<file path="src/rtl/dpsc_defines.vh">
`ifndef DPSC_DEFINES_VH
`define DPSC_DEFINES_VH

// Clock period of the host logic
`define DPSC_CLK_NS 25

// Write timing of the fastest grade, in ns
`define DPSC_TWC_NS 45
`define DPSC_TEW_NS 40
`define DPSC_TAW_NS 40
`define DPSC_TWP_NS 40
`define DPSC_TDW_NS 20
`define DPSC_TWZ_NS 20
`define DPSC_TDH_NS 3
// Read access time of the fastest grade, in ns
`define DPSC_TAA_NS 45

// Least times round up to whole clock cycles
`define DPSC_CEIL_CYC(ns) (((ns) + `DPSC_CLK_NS - 1) / `DPSC_CLK_NS)
`define DPSC_MAX(a, b) (((a) > (b)) ? (a) : (b))

// Write pulse with output enable low: the larger of pulse width and turn-off plus data valid
`define DPSC_PULSE_NS `DPSC_MAX(`DPSC_MAX(`DPSC_TWP_NS, `DPSC_TEW_NS), `DPSC_TWZ_NS + `DPSC_TDW_NS)

// Two synchroniser stages on the data pins
`define DPSC_SYNC_STAGES 2

// Pin widths
`define DPSC_ADDR_W 12
`define DPSC_DATA_W 8
`define DPSC_SEM_ADDR_W 3

// Pin idle levels and counter constants
`define DPSC_ADDR_IDLE 12'h000
`define DPSC_DATA_IDLE 8'h00
`define DPSC_CNT_ZERO 4'h0
`define DPSC_CNT_ONE 4'h1

`endif

</file>
<file path="src/rtl/dpsc_port_ctrl.v">
`include "dpsc_defines.vh"
`default_nettype none

module dpsc_port_ctrl (
	// Clock and reset
	input wire clk,
	input wire srst,
	// User request
	input wire req_valid,
	input wire req_write,
	input wire req_sem,
	input wire [`DPSC_ADDR_W-1:0] req_addr,
	input wire [`DPSC_DATA_W-1:0] req_wdata,
	output reg req_ready,
	// User answer
	output reg rsp_valid,
	output reg [`DPSC_DATA_W-1:0] rsp_rdata,
	output reg sem_owned,
	// Memory port pins
	output reg array_select_n,
	output reg semaphore_select_n,
	output reg rw_n,
	output reg oe_n,
	output reg [`DPSC_ADDR_W-1:0] addr,
	output reg [`DPSC_DATA_W-1:0] dq_out,
	output reg dq_oe,
	input wire [`DPSC_DATA_W-1:0] dq_in
);

	localparam [2:0] ST_IDLE = 3'h0;
	localparam [2:0] ST_SETUP = 3'h1;
	localparam [2:0] ST_PULSE = 3'h2;
	localparam [2:0] ST_HOLD = 3'h3;
	localparam [2:0] ST_READ = 3'h4;

	localparam integer PULSE_I = `DPSC_CEIL_CYC(`DPSC_PULSE_NS);
	localparam integer READ_I = `DPSC_CEIL_CYC(`DPSC_TAA_NS) + `DPSC_SYNC_STAGES;
	localparam [3:0] PULSE_CYC = PULSE_I[3:0];
	localparam [3:0] READ_CYC = READ_I[3:0];

	reg [2:0] state_reg;
	reg [2:0] state_next;
	reg [3:0] cnt_reg;
	reg [3:0] cnt_next;
	reg wr_reg;
	reg sem_reg;
	reg [`DPSC_DATA_W-1:0] sync1_reg;
	reg [`DPSC_DATA_W-1:0] sync2_reg;

	// A request is taken on the edge that sees both valid and ready
	wire take;
	assign take = req_valid && req_ready;

	// Data pins are asynchronous to clk; first stage is read only by the second
	always @(posedge clk) begin
		if (srst) begin
			sync1_reg <= `DPSC_DATA_IDLE;
			sync2_reg <= `DPSC_DATA_IDLE;
		end else begin
			sync1_reg <= dq_in;
			sync2_reg <= sync1_reg;
		end
	end

	always @* begin
		state_next = state_reg;
		cnt_next = cnt_reg;
		case (state_reg)
			ST_IDLE: begin
				if (req_valid && req_ready) begin
					state_next = ST_SETUP;
				end
			end
			ST_SETUP: begin
				cnt_next = `DPSC_CNT_ONE;
				state_next = wr_reg ? ST_PULSE : ST_READ;
			end
			ST_PULSE: begin
				cnt_next = cnt_reg + `DPSC_CNT_ONE;
				if (cnt_reg == PULSE_CYC) begin
					state_next = ST_HOLD;
				end
			end
			ST_HOLD: begin
				state_next = ST_IDLE;
			end
			ST_READ: begin
				cnt_next = cnt_reg + `DPSC_CNT_ONE;
				if (cnt_reg == READ_CYC) begin
					state_next = ST_HOLD;
				end
			end
			default: begin
				state_next = ST_IDLE;
			end
		endcase
	end

	// Handshake toward the user; ready stays low for the whole access
	always @(posedge clk) begin
		if (srst) begin
			req_ready <= 1'b0;
			rsp_valid <= 1'b0;
		end else begin
			// One cycle pulse per finished access
			rsp_valid <= (state_reg == ST_HOLD);
			if (state_reg == ST_IDLE) begin
				req_ready <= ~take;
			end else if (state_reg == ST_HOLD) begin
				req_ready <= 1'b1;
			end
		end
	end

	// Answer registers kept apart from the pin sequencer
	always @(posedge clk) begin
		if (srst) begin
			rsp_rdata <= `DPSC_DATA_IDLE;
			sem_owned <= 1'b0;
		end else begin
			if (state_reg == ST_READ && cnt_reg == READ_CYC) begin
				rsp_rdata <= sync2_reg;
				if (sem_reg) begin
					// Reading zero means this side holds the latch
					sem_owned <= ~sync2_reg[0];
				end
			end
			if (state_reg == ST_HOLD && sem_reg && wr_reg && dq_out[0]) begin
				// Ownership is bookkeeping only; the latch itself is never read back here
				sem_owned <= 1'b0;
			end
		end
	end

	always @(posedge clk) begin
		if (srst) begin
			state_reg <= ST_IDLE;
			cnt_reg <= `DPSC_CNT_ZERO;
			wr_reg <= 1'b0;
			sem_reg <= 1'b0;
			array_select_n <= 1'b1;
			semaphore_select_n <= 1'b1;
			rw_n <= 1'b1;
			oe_n <= 1'b1;
			addr <= `DPSC_ADDR_IDLE;
			dq_out <= `DPSC_DATA_IDLE;
			dq_oe <= 1'b0;
		end else begin
			state_reg <= state_next;
			cnt_reg <= cnt_next;
			case (state_reg)
				ST_IDLE: begin
					if (take) begin
						wr_reg <= req_write;
						sem_reg <= req_sem;
						// Selects and read/write are all high here, so the address may move
						if (req_sem) begin
							addr <= {{(`DPSC_ADDR_W-`DPSC_SEM_ADDR_W){1'b0}},
								req_addr[`DPSC_SEM_ADDR_W-1:0]};
							dq_out <= {`DPSC_DATA_W{req_wdata[0]}};
						end else begin
							addr <= req_addr;
							dq_out <= req_wdata;
						end
					end
				end
				ST_SETUP: begin
					// Address valid from here gives the address-to-end time across the pulse
					if (wr_reg) begin
						// Select and write fall together, so device outputs never turn on
						rw_n <= 1'b0;
						oe_n <= 1'b1;
						dq_oe <= 1'b1;
					end else begin
						oe_n <= 1'b0;
					end
					array_select_n <= sem_reg;
					semaphore_select_n <= ~sem_reg;
				end
				ST_PULSE: begin
					if (cnt_reg == PULSE_CYC) begin
						// Write ends on both strobes rising; data still driven for the hold
						rw_n <= 1'b1;
						array_select_n <= 1'b1;
						semaphore_select_n <= 1'b1;
					end
				end
				ST_HOLD: begin
					// A full clock of hold beyond the write end covers the data hold time
					dq_oe <= 1'b0;
					oe_n <= 1'b1;
				end
				ST_READ: begin
					if (cnt_reg == READ_CYC) begin
						array_select_n <= 1'b1;
						semaphore_select_n <= 1'b1;
					end
				end
				default: begin
					dq_oe <= 1'b0;
				end
			endcase
		end
	end

endmodule

`default_nettype wire

</file>
<file path="config.mk">
export PLATFORM = sky130hd
export DESIGN_NAME = dpsc_port_ctrl
export DESIGN_NICKNAME = d
export VERILOG_FILES = /design/src/rtl/dpsc_port_ctrl.v
export VERILOG_INCLUDE_DIRS = /design/src /design/src/rtl
export SDC_FILE = /design/constraint.sdc
export NUM_CORES = 1
export LEC_CHECK = 0
export BUFFER_PORTS_ARGS = -buffer_cell sky130_fd_sc_hd__buf_2
export CAP_MARGIN = 20
export CORE_MARGIN = 5
export CORE_UTILIZATION = 30
export CTS_BUF_LIST = sky130_fd_sc_hd__clkbuf_4 sky130_fd_sc_hd__clkbuf_8
export DETAILED_ROUTE_END_ITERATION = 8
export HOLD_SLACK_MARGIN = 0.12
export SYNTH_ARGS = -nofsm -noshare
export SYNTH_HDL_FRONTEND = slang
export SYNTH_SLANG_ARGS = --single-unit
</file>
<file path="constraint.sdc">
create_clock -name clk -period 3.75 [get_ports clk]
set_clock_uncertainty 0.2 [all_clocks]
set_input_delay 0.375 -clock clk [delete_from_list [all_inputs] [get_ports clk]]
set_output_delay 0.375 -clock clk [all_outputs]
set_load 0.01 [all_outputs]
</file>
==> results of run 1 <==
layout make-up:
class	instances	area share, %
Sequential cell	61	38.4
Multi-Input combinational cell	173	33.5
Timing Repair Buffer	91	18.2
Tap cell	102	4.02
Clock buffer	9	3.90
Clock inverter	7	1.58
Inverter	3	0.354
per-stage QoR:
| stage | area (sq um) | util, % | setup slack, ps |
|---|---|---|---|
| floorplan | 2370 | - | 2070 |
| global placement | 2770 | 35.9 | 1460 |
| detailed placement | 2770 | 35.9 | 1390 |
| CTS | 3160 | 40.9 | 1370 |
| global route | 3180 | 41.1 | 1240 |
| finish | 3180 | 41.1 | 1410 |
how the worst min path moves through the flow:
stage	startpoint	endpoint	slack [ps]
detailed placement	sync1_reg[7]	sync2_reg[7]	220
global route	req_wdata[0]	dq_out[0]	140
finish	req_wdata[0]	dq_out[0]	160
floorplan	sync1_reg[0]	sync2_reg[0]	210
CTS	req_wdata[0]	dq_out[0]	130
global placement	sync1_reg[4]	sync2_reg[4]	220
report_power, final:
group	internal, mW	switching, mW	leakage [nW]
sequential	0.687	0.0327	0.498
combinational	0.0961	0.105	0.781
clock	0.241	0.265	0.0933
total	1.02	0.402	1.37
critical path, cell delays in order (launching register included):
cell and delay (ps):
sky130_fd_sc_hd__dfxtp_1 560, sky130_fd_sc_hd__nand2b_1 170, sky130_fd_sc_hd__nand4bb_1 630, sky130_fd_sc_hd__or3b_1 550
sky130_fd_sc_hd__a31oi_1 150
routing by layer:
metal | vias up | global-route usage [%] | part of all wire, %
li1 | 1041 | - | -
met1 | 904 | 14.4 | 46
met2 | 35 | 19.6 | 49
met3 | 8 | 3.54 | 3.9
met4 | 0 | 5.57 | 1.7
met5 | - | 0 | 0
logic make-up (layout without fill, tap and decap cells):
| family | after synthesis | in the layout | synth area share, % |
|---|---|---|---|
| adder cells (fa/ha/maj) | 3 | 3 | 1.58 |
| AO/OA/AOI/OAI | 49 | 49 | 12.4 |
| buffers and inverters | 23 | 110 | 3.90 |
| AND/OR/NAND/NOR | 102 | 102 | 22.7 |
| flip-flops | 61 | 61 | 51.5 |
| XOR/XNOR | 1 | 1 | 0.369 |
| multiplexers | 18 | 18 | 7.59 |
cells in the final DEF, fill, tap and decap left out, types with 2 or more instances in the layout:
cell	count
sky130_fd_sc_hd__nor3_1	6
sky130_fd_sc_hd__mux2i_1	18
sky130_fd_sc_hd__clkinv_4	3
sky130_fd_sc_hd__nand2_1	25
sky130_fd_sc_hd__a211oi_1	8
sky130_fd_sc_hd__nor2_1	21
sky130_fd_sc_hd__buf_2	68
sky130_fd_sc_hd__dlygate4sd3_1	21
sky130_fd_sc_hd__dfxtp_1	61
sky130_fd_sc_hd__a31oi_1	2
sky130_fd_sc_hd__nor2b_1	18
sky130_fd_sc_hd__nor3b_1	4
sky130_fd_sc_hd__clkbuf_8	9
sky130_fd_sc_hd__nand2b_1	9
sky130_fd_sc_hd__nand3_1	3
sky130_fd_sc_hd__inv_1	3
sky130_fd_sc_hd__clkinv_2	3
sky130_fd_sc_hd__nand3b_1	10
sky130_fd_sc_hd__a21oi_1	23
sky130_fd_sc_hd__o21ai_0	10
sky130_fd_sc_hd__ha_1	3
repair_timing:
item | in CTS | in global routing
hold endpoints to repair | 21 | 0
hold buffers | 21 | 0
setup endpoints to repair | 0 | 0
setup buffers | 0 | 0
==> impl_summary.md, run 1 <==
Status
The run finished with clean final reports.

Global route
The number of antenna violations at the first check in global routing came to 0. Global routing finished with a remaining overflow of 0. The number of global-route vias before repair was 1953. The wire length of the first global-routing pass is 9460 um.

The pin count of the biggest net entering global routing is 64. The total track usage is 12.0%.

Synth
The largest area contributor in the synthesized netlist is sky130_fd_sc_hd__dfxtp_1. Of all flip-flops after synthesis, the portion carrying an async set or reset was 0%. After synthesis, the mean cell area works out to 9.23 sq um. In the synthesized netlist, the cells that appear most often are sky130_fd_sc_hd__dfxtp_1, sky130_fd_sc_hd__nand2_1, sky130_fd_sc_hd__a21oi_1. Counting every instance in the synthesized netlist gives 257. Yosys mapped the design onto 31 distinct sky130hd cell types.

The synthesized design contains 0 enable-type register cells. The net count after synthesis is 293. The synthesized netlist occupies a cell area of 2370 sq um. The number of warnings issued by yosys is 0. The library cell with the highest instance count after synthesis is sky130_fd_sc_hd__dfxtp_1.

In the synthesized netlist the dominant register cell turns out to be sky130_fd_sc_hd__dfxtp_1. After synthesis, the cell types taking the most area are sky130_fd_sc_hd__dfxtp_1, sky130_fd_sc_hd__mux2i_1, sky130_fd_sc_hd__a21oi_1, sky130_fd_sc_hd__nor2b_1, sky130_fd_sc_hd__nand2_1. The portion of synthesized cell area occupied by the leading cell type is 51.5%. The share of synthesized area occupied by flip-flops and latches is 51.5%. Counting flops and latches in the post-synthesis netlist gives 61.

Route
The remaining design rule violation count is 0. The overall via count from detail_route is 1988. For this block, the routed nets add up to 5610 um of wire. The count of nets left with antenna violations once routing finished came out at 0. The detailed-routing iteration count for the pre-antenna-repair pass is 4. The detailed router finished its first iteration with 78 violations. Using the TritonRoute via totals, the vias-per-cell ratio works out to 4.46. The routed length per placed instance is 12.6 um.

Clock network
After clock tree synthesis, the repair step resized 0 gates. The CTS sink count is 61. Clock tree synthesis selected as its root buffer the cell sky130_fd_sc_hd__clkbuf_8. TritonCTS built the clock tree. Counting along the longest clock path gives a buffer depth of 2. Clock latency on the worst-skew pair, taken at its later pin, is 330 ps. The TritonCTS buffer count is 9. The H-tree was split into 3 levels. Clock-pin slew was measured on the worst setup and hold paths at 70 ps.

Critical path
In this run the worst setup path terminates at sem_owned. Of all nets on the critical path, the largest fanout is 13. The worst setup path startpoint is state_reg[2].

The start of the worst register-to-register path is state_reg[2]. Setup slack on the worst reg-to-reg path comes out at 1410 ps. The type of the worst setup path is flop to flop.

The required arrival time at the worst endpoint is 3810 ps. In this run the critical register-to-register path is captured at sem_owned. The number of cells traversed by the worst register-to-register path is 4. For the worst setup path, the data arrival time is 2410 ps.

The sort of element at the start of the critical path is a flop. The endpoint type of the worst setup path is a flop.

Place
In this run the tool buffered the top-level ports with 68 buffer cells. In this run, placement finished with an instance count of 408. The detailed placement HPWL is 3620 um. The last weighted congestion value of the routability-driven placer is 0.847.

Die
The width of the chip is 98.9 um. In this run the count of I/O pins placed on the die edge is 69. The number of cell rows is 32. The core region is 7730 sq um.

The die span in y is 98.9 um. The starting utilization of the core area is 30.7%. The floorplan step defined a die boundary enclosing 9790 sq um.

STA
The final hold violation count is 0. The worst hold slack across all endpoints is 155 ps. The summed negative setup slack over all endpoints is 0 ps.

Setup repair after global routing left no endpoint under its margin. The minimum clock period is 2340 ps. The max-slew violation total from the final report is 0. The headroom to the max-slew limit is 54.4%. After layout, the worst path uses 62.5% of the clock period. Setup violations remaining at the end of the flow were counted as 0. At the pin with the least slew margin, the transition time is 683 ps. The top achievable clock speed is 427 MHz.

Final layout
Summing all multi-input logic gate instances after layout gives 1060 sq um. The relative area change from synthesis to final layout is 33.9%. The number of inserted diodes is 0. The area occupied by registers is 1220 sq um. The final net count is 375. The register with the most flip-flops is addr.

The share of final-layout standard cells stronger than drive strength 1 is 25.6%. The register with the most flip-flops in the layout has 12 of them. The number of filler cells placed in the layout is 771. Leaving out filler cells and counting taps, the final layout contains 446.

Power and ir drop
The maximum VDD drop is 0.203 mV. The total leakage power is 1.37 nW. The total power of the final layout is 1.43 mW. In this run the power density over the cells is 449 nW/um^2.

Worst hold path
The worst hold path belongs to the class primary input to flop. The worst hold path stage count is 3.

Run
The number of violations of the max-capacitance limit is 0.
Note: power is estimated with default switching activity, not from simulation.
==> run 2: changes to the inputs <==
--- a/config.mk
+++ b/config.mk
@@ -6,6 +6,7 @@
 export SDC_FILE = /design/constraint.sdc
 export NUM_CORES = 1
 export LEC_CHECK = 0
+export ABC_AREA = 1
 export BUFFER_PORTS_ARGS = -buffer_cell sky130_fd_sc_hd__buf_2
 export CAP_MARGIN = 20
 export CORE_MARGIN = 5
==> constraint.sdc (replaced) <==
create_clock -name clk -period 2 [get_ports clk]
set_clock_uncertainty 0.2 [all_clocks]
set_input_delay 0.2 -clock clk [delete_from_list [all_inputs] [get_ports clk]]
set_output_delay 0.2 -clock clk [all_outputs]
set_load 0.01 [all_outputs]
==> run 2 against run 1 <==
Net effect: global-route usage rose by 1.4 points; via count grew 13%; cell count is 16% higher; first-iteration DRC count up 27%; core utilization grew 5.5 points; power increased by 140%; largest power group unchanged; critical path depth is 3 higher; flip-flop and latch count stayed put.
==> impl_summary.md, run 2 <==
Die
The core outline area is 7330 sq um. The die area is 9420 sq um. In this run the vertical extent of the chip is 97.1 um. The top-level port count is 69. In this run the horizontal extent of the chip is 97.1 um. For this configuration, the core starts out at a cell density of 31.0%. The number of cell rows is 31.

Global route
The number of global-route vias before repair is 2299. The number of antenna violations at the first check in global routing is 0. The aggregate global routing overflow is 0. The wire length of the first global-routing pass is 10300 um. Global routing used 13.4% of the available tracks. Entering global routing, the biggest net connects 30 pins.

Final layout
In the layout the commonest cells are sky130_fd_sc_hd__nand2_1, sky130_fd_sc_hd__buf_2, sky130_fd_sc_hd__dfxtp_1. Of the cells placed in the final design, the portion with a size suffix greater than 1 is 23.1%. The most common cell after layout, fill and taps aside is sky130_fd_sc_hd__nand2_1. The final net count is 451.

The number of inserted diodes is 0. Summing all flip-flop and latch instances after layout gives 1220 sq um. The relative area change from synthesis to final layout is 50.2%. The number of flip-flops in the largest register is 12. The total area of multi-input combinational cells is 873 sq um. The register with the most flip-flops is addr. The number of filler cells placed in the layout is 716.

STA
Setup repair after global routing left no endpoint under its margin. The final critical path takes up 95.7% of the cycle. The final hold violation count was 0. Setup slack on the critical path of the routed design comes to 85.5 ps. The number of setup violations in the final report is 0. Based on the critical path, the design can be clocked at up to 522 MHz. The worst hold slack across all endpoints is 170 ps. The minimum clock period is 1910 ps. At the pin with the least slew margin, the transition time is 494 ps.

The summed negative setup slack over all endpoints is 0 ps. Headroom to the max-slew limit came out at 67.0%. The max-slew violation total from the final report came to 0.

Run
The number of violations of the max-capacitance limit is 0.

Synth
The number of warnings issued by yosys is 0. After technology mapping, the gate count stands at 294. The post-synthesis sequential element count is 61. The net count after synthesis is 330.

Sequential elements use 53.7% of the synthesized area. Sorting the synthesized cells by how often they occur yields sky130_fd_sc_hd__nand2_1, sky130_fd_sc_hd__dfxtp_1, sky130_fd_sc_hd__nor2_1. By instance count, the leading cell after synthesis is sky130_fd_sc_hd__nand2_1. For this run, asynchronously set or reset flops after synthesis account for 0%.

In this run the mean area of a mapped cell was 7.74 sq um. Ranked by total cell area, the synthesized netlist is headed by sky130_fd_sc_hd__dfxtp_1, sky130_fd_sc_hd__nand2_1, sky130_fd_sc_hd__nor2_1, sky130_fd_sc_hd__a21oi_1, sky130_fd_sc_hd__inv_1. After synthesis the cells add up to 2270 sq um. Summed over all instances, the cell type with the most area after synthesis is sky130_fd_sc_hd__dfxtp_1. In the synthesized netlist the dominant register cell turns out to be sky130_fd_sc_hd__dfxtp_1.

The share of synthesized area in the top cell type comes to 53.7%. The number of synthesized flops with an enable pin is 0. The distinct cell type count after synthesis is 22.

Route
The DRC marker count from the first detailed-route iteration is 99. The detailed-routing iteration count for the pre-antenna-repair pass is 5. The overall via count from detail_route is 2241. After detailed routing, the number of vias per cell comes to 4.32. The routed length per placed instance is 11.6 um.

The total wire length after detailed routing is 6030 um. In the routed design, unresolved DRC markers number 0. The number of nets with antenna violations after detailed routing is 0.

Place
The worst setup slack before clock tree synthesis is 384 ps. The count of buffers added on input and output ports is 68. The detailed placement HPWL is 3880 um. Routability-driven placement finished with a final weighted congestion of 0.821.

Power and ir drop
The maximum VDD drop is 0.440 mV. The power density relative to cell area is 1020 nW/um^2. The total leakage power is 1.63 nW.

Clock network
TritonCTS built the clock tree. The clock passes through at most 2 buffers. The TritonCTS buffer count is 9. Clock latency on the worst-skew pair, taken at its later pin, is 340 ps. The CTS sink count is 61.

Clock tree synthesis selected as its root buffer the cell sky130_fd_sc_hd__clkbuf_8. Clock-pin slew was measured on the worst setup and hold paths at 70 ps. The clock tree synthesis step divided the H-tree into 3 levels.

Status
The run finished with clean final reports.

Worst hold path
The path class of the tightest hold or removal check is primary input to flop.

Critical path
The critical path is of the primary input to flop type. The endpoint type of the worst setup path is a flop. STA puts the critical path data arrival time at 1950 ps. The required arrival time at the worst endpoint is 2030 ps. The sort of element at the start of the critical path is a primary input. The largest fanout on the critical path is 9.
## run 2: cell count changes after synthesis, moves of 10 or more
cell	before	now
sky130_fd_sc_hd__clkbuf_1	15	4
sky130_fd_sc_hd__inv_1	3	35
sky130_fd_sc_hd__mux2i_1	18	1
sky130_fd_sc_hd__nand2_1	25	69
sky130_fd_sc_hd__nand3b_1	10	0
sky130_fd_sc_hd__nor2_1	21	41
sky130_fd_sc_hd__nor2b_1	18	0
## run 2: per-stage QoR
stage / utilization (%) / cell area, sq um / instances / total power, mW
finish: 46.6 / 3420 / 519 / 3.48
global route: 46.6 / 3420 / 519 / 3.73
detailed placement: 37.1 / 2720 / 453 / 2.32
CTS: 46.3 / 3390 / 516 / 3.49
floorplan: - / 2270 / 294 / 2.06
global placement: 37.1 / 2720 / 453 / 2.31
## run 2: timing repair
action | CTS | global route
hold buffers | 47 | 0
setup endpoints to repair | 0 | 2
setup buffers | 0 | 3
resized for setup | 0 | 1
hold endpoints to repair | 38 | 0
## run 2: worst paths after layout
check	start	to	slack (ps)	depth (start not counted)
worst min register to register	sync1_reg[1]	sync2_reg[1]	200	2
worst min-delay path	srst	sync2_reg[5]	170	3
worst max-delay path	req_sem	dq_out[4]	90	7
worst max register to register	state_reg[0]	wr_reg	190	5
## run 2: routing by layer
metal  global-route usage (%)  vias to the layer above  routed length (um)
met5                        0                        -                   0
met4                     7.34                        0                 137
met3                     3.73                       13                 352
met2                     22.1                       60                2920
met1                     15.5                     1014                2620
li1                         -                     1154                   -
## run 2: critical path: stages
cell and delay (ps):
sky130_fd_sc_hd__dlygate4sd3_1 550, sky130_fd_sc_hd__clkbuf_4 190, sky130_fd_sc_hd__nand2_1 170, sky130_fd_sc_hd__o21ai_0 120
sky130_fd_sc_hd__dlygate4sd3_1 580, sky130_fd_sc_hd__nand2_1 80, sky130_fd_sc_hd__a21oi_1 50
## run 2: logic make-up after synthesis
family,synth area share (%)
AOI/OAI and AO/OA,11.2
buffers and inverters,7.92
adders and majority gates,1.65
and+or+nand+nor,24.3
xor gates and xnor gates,0.770
DFF,53.7
muxes,0.440
## run 2: power by group
group | leakage, nW | internal (mW) | switching (mW) | total [mW]
sequential | 0.498 | 1.36 | 0.105 | 1.47
clock | 0.0918 | 0.578 | 0.508 | 1.09
combinational | 1.04 | 0.385 | 0.545 | 0.930
## run 2: cell type report
type,instances,area share [%]
clock buffer,9,3.63
clock inverter,7,2.20
multi-input combinational,187,25.6
sequential,61,35.8
timing repair buffer,120,25.3
inverter,36,3.96
tap,99,3.63
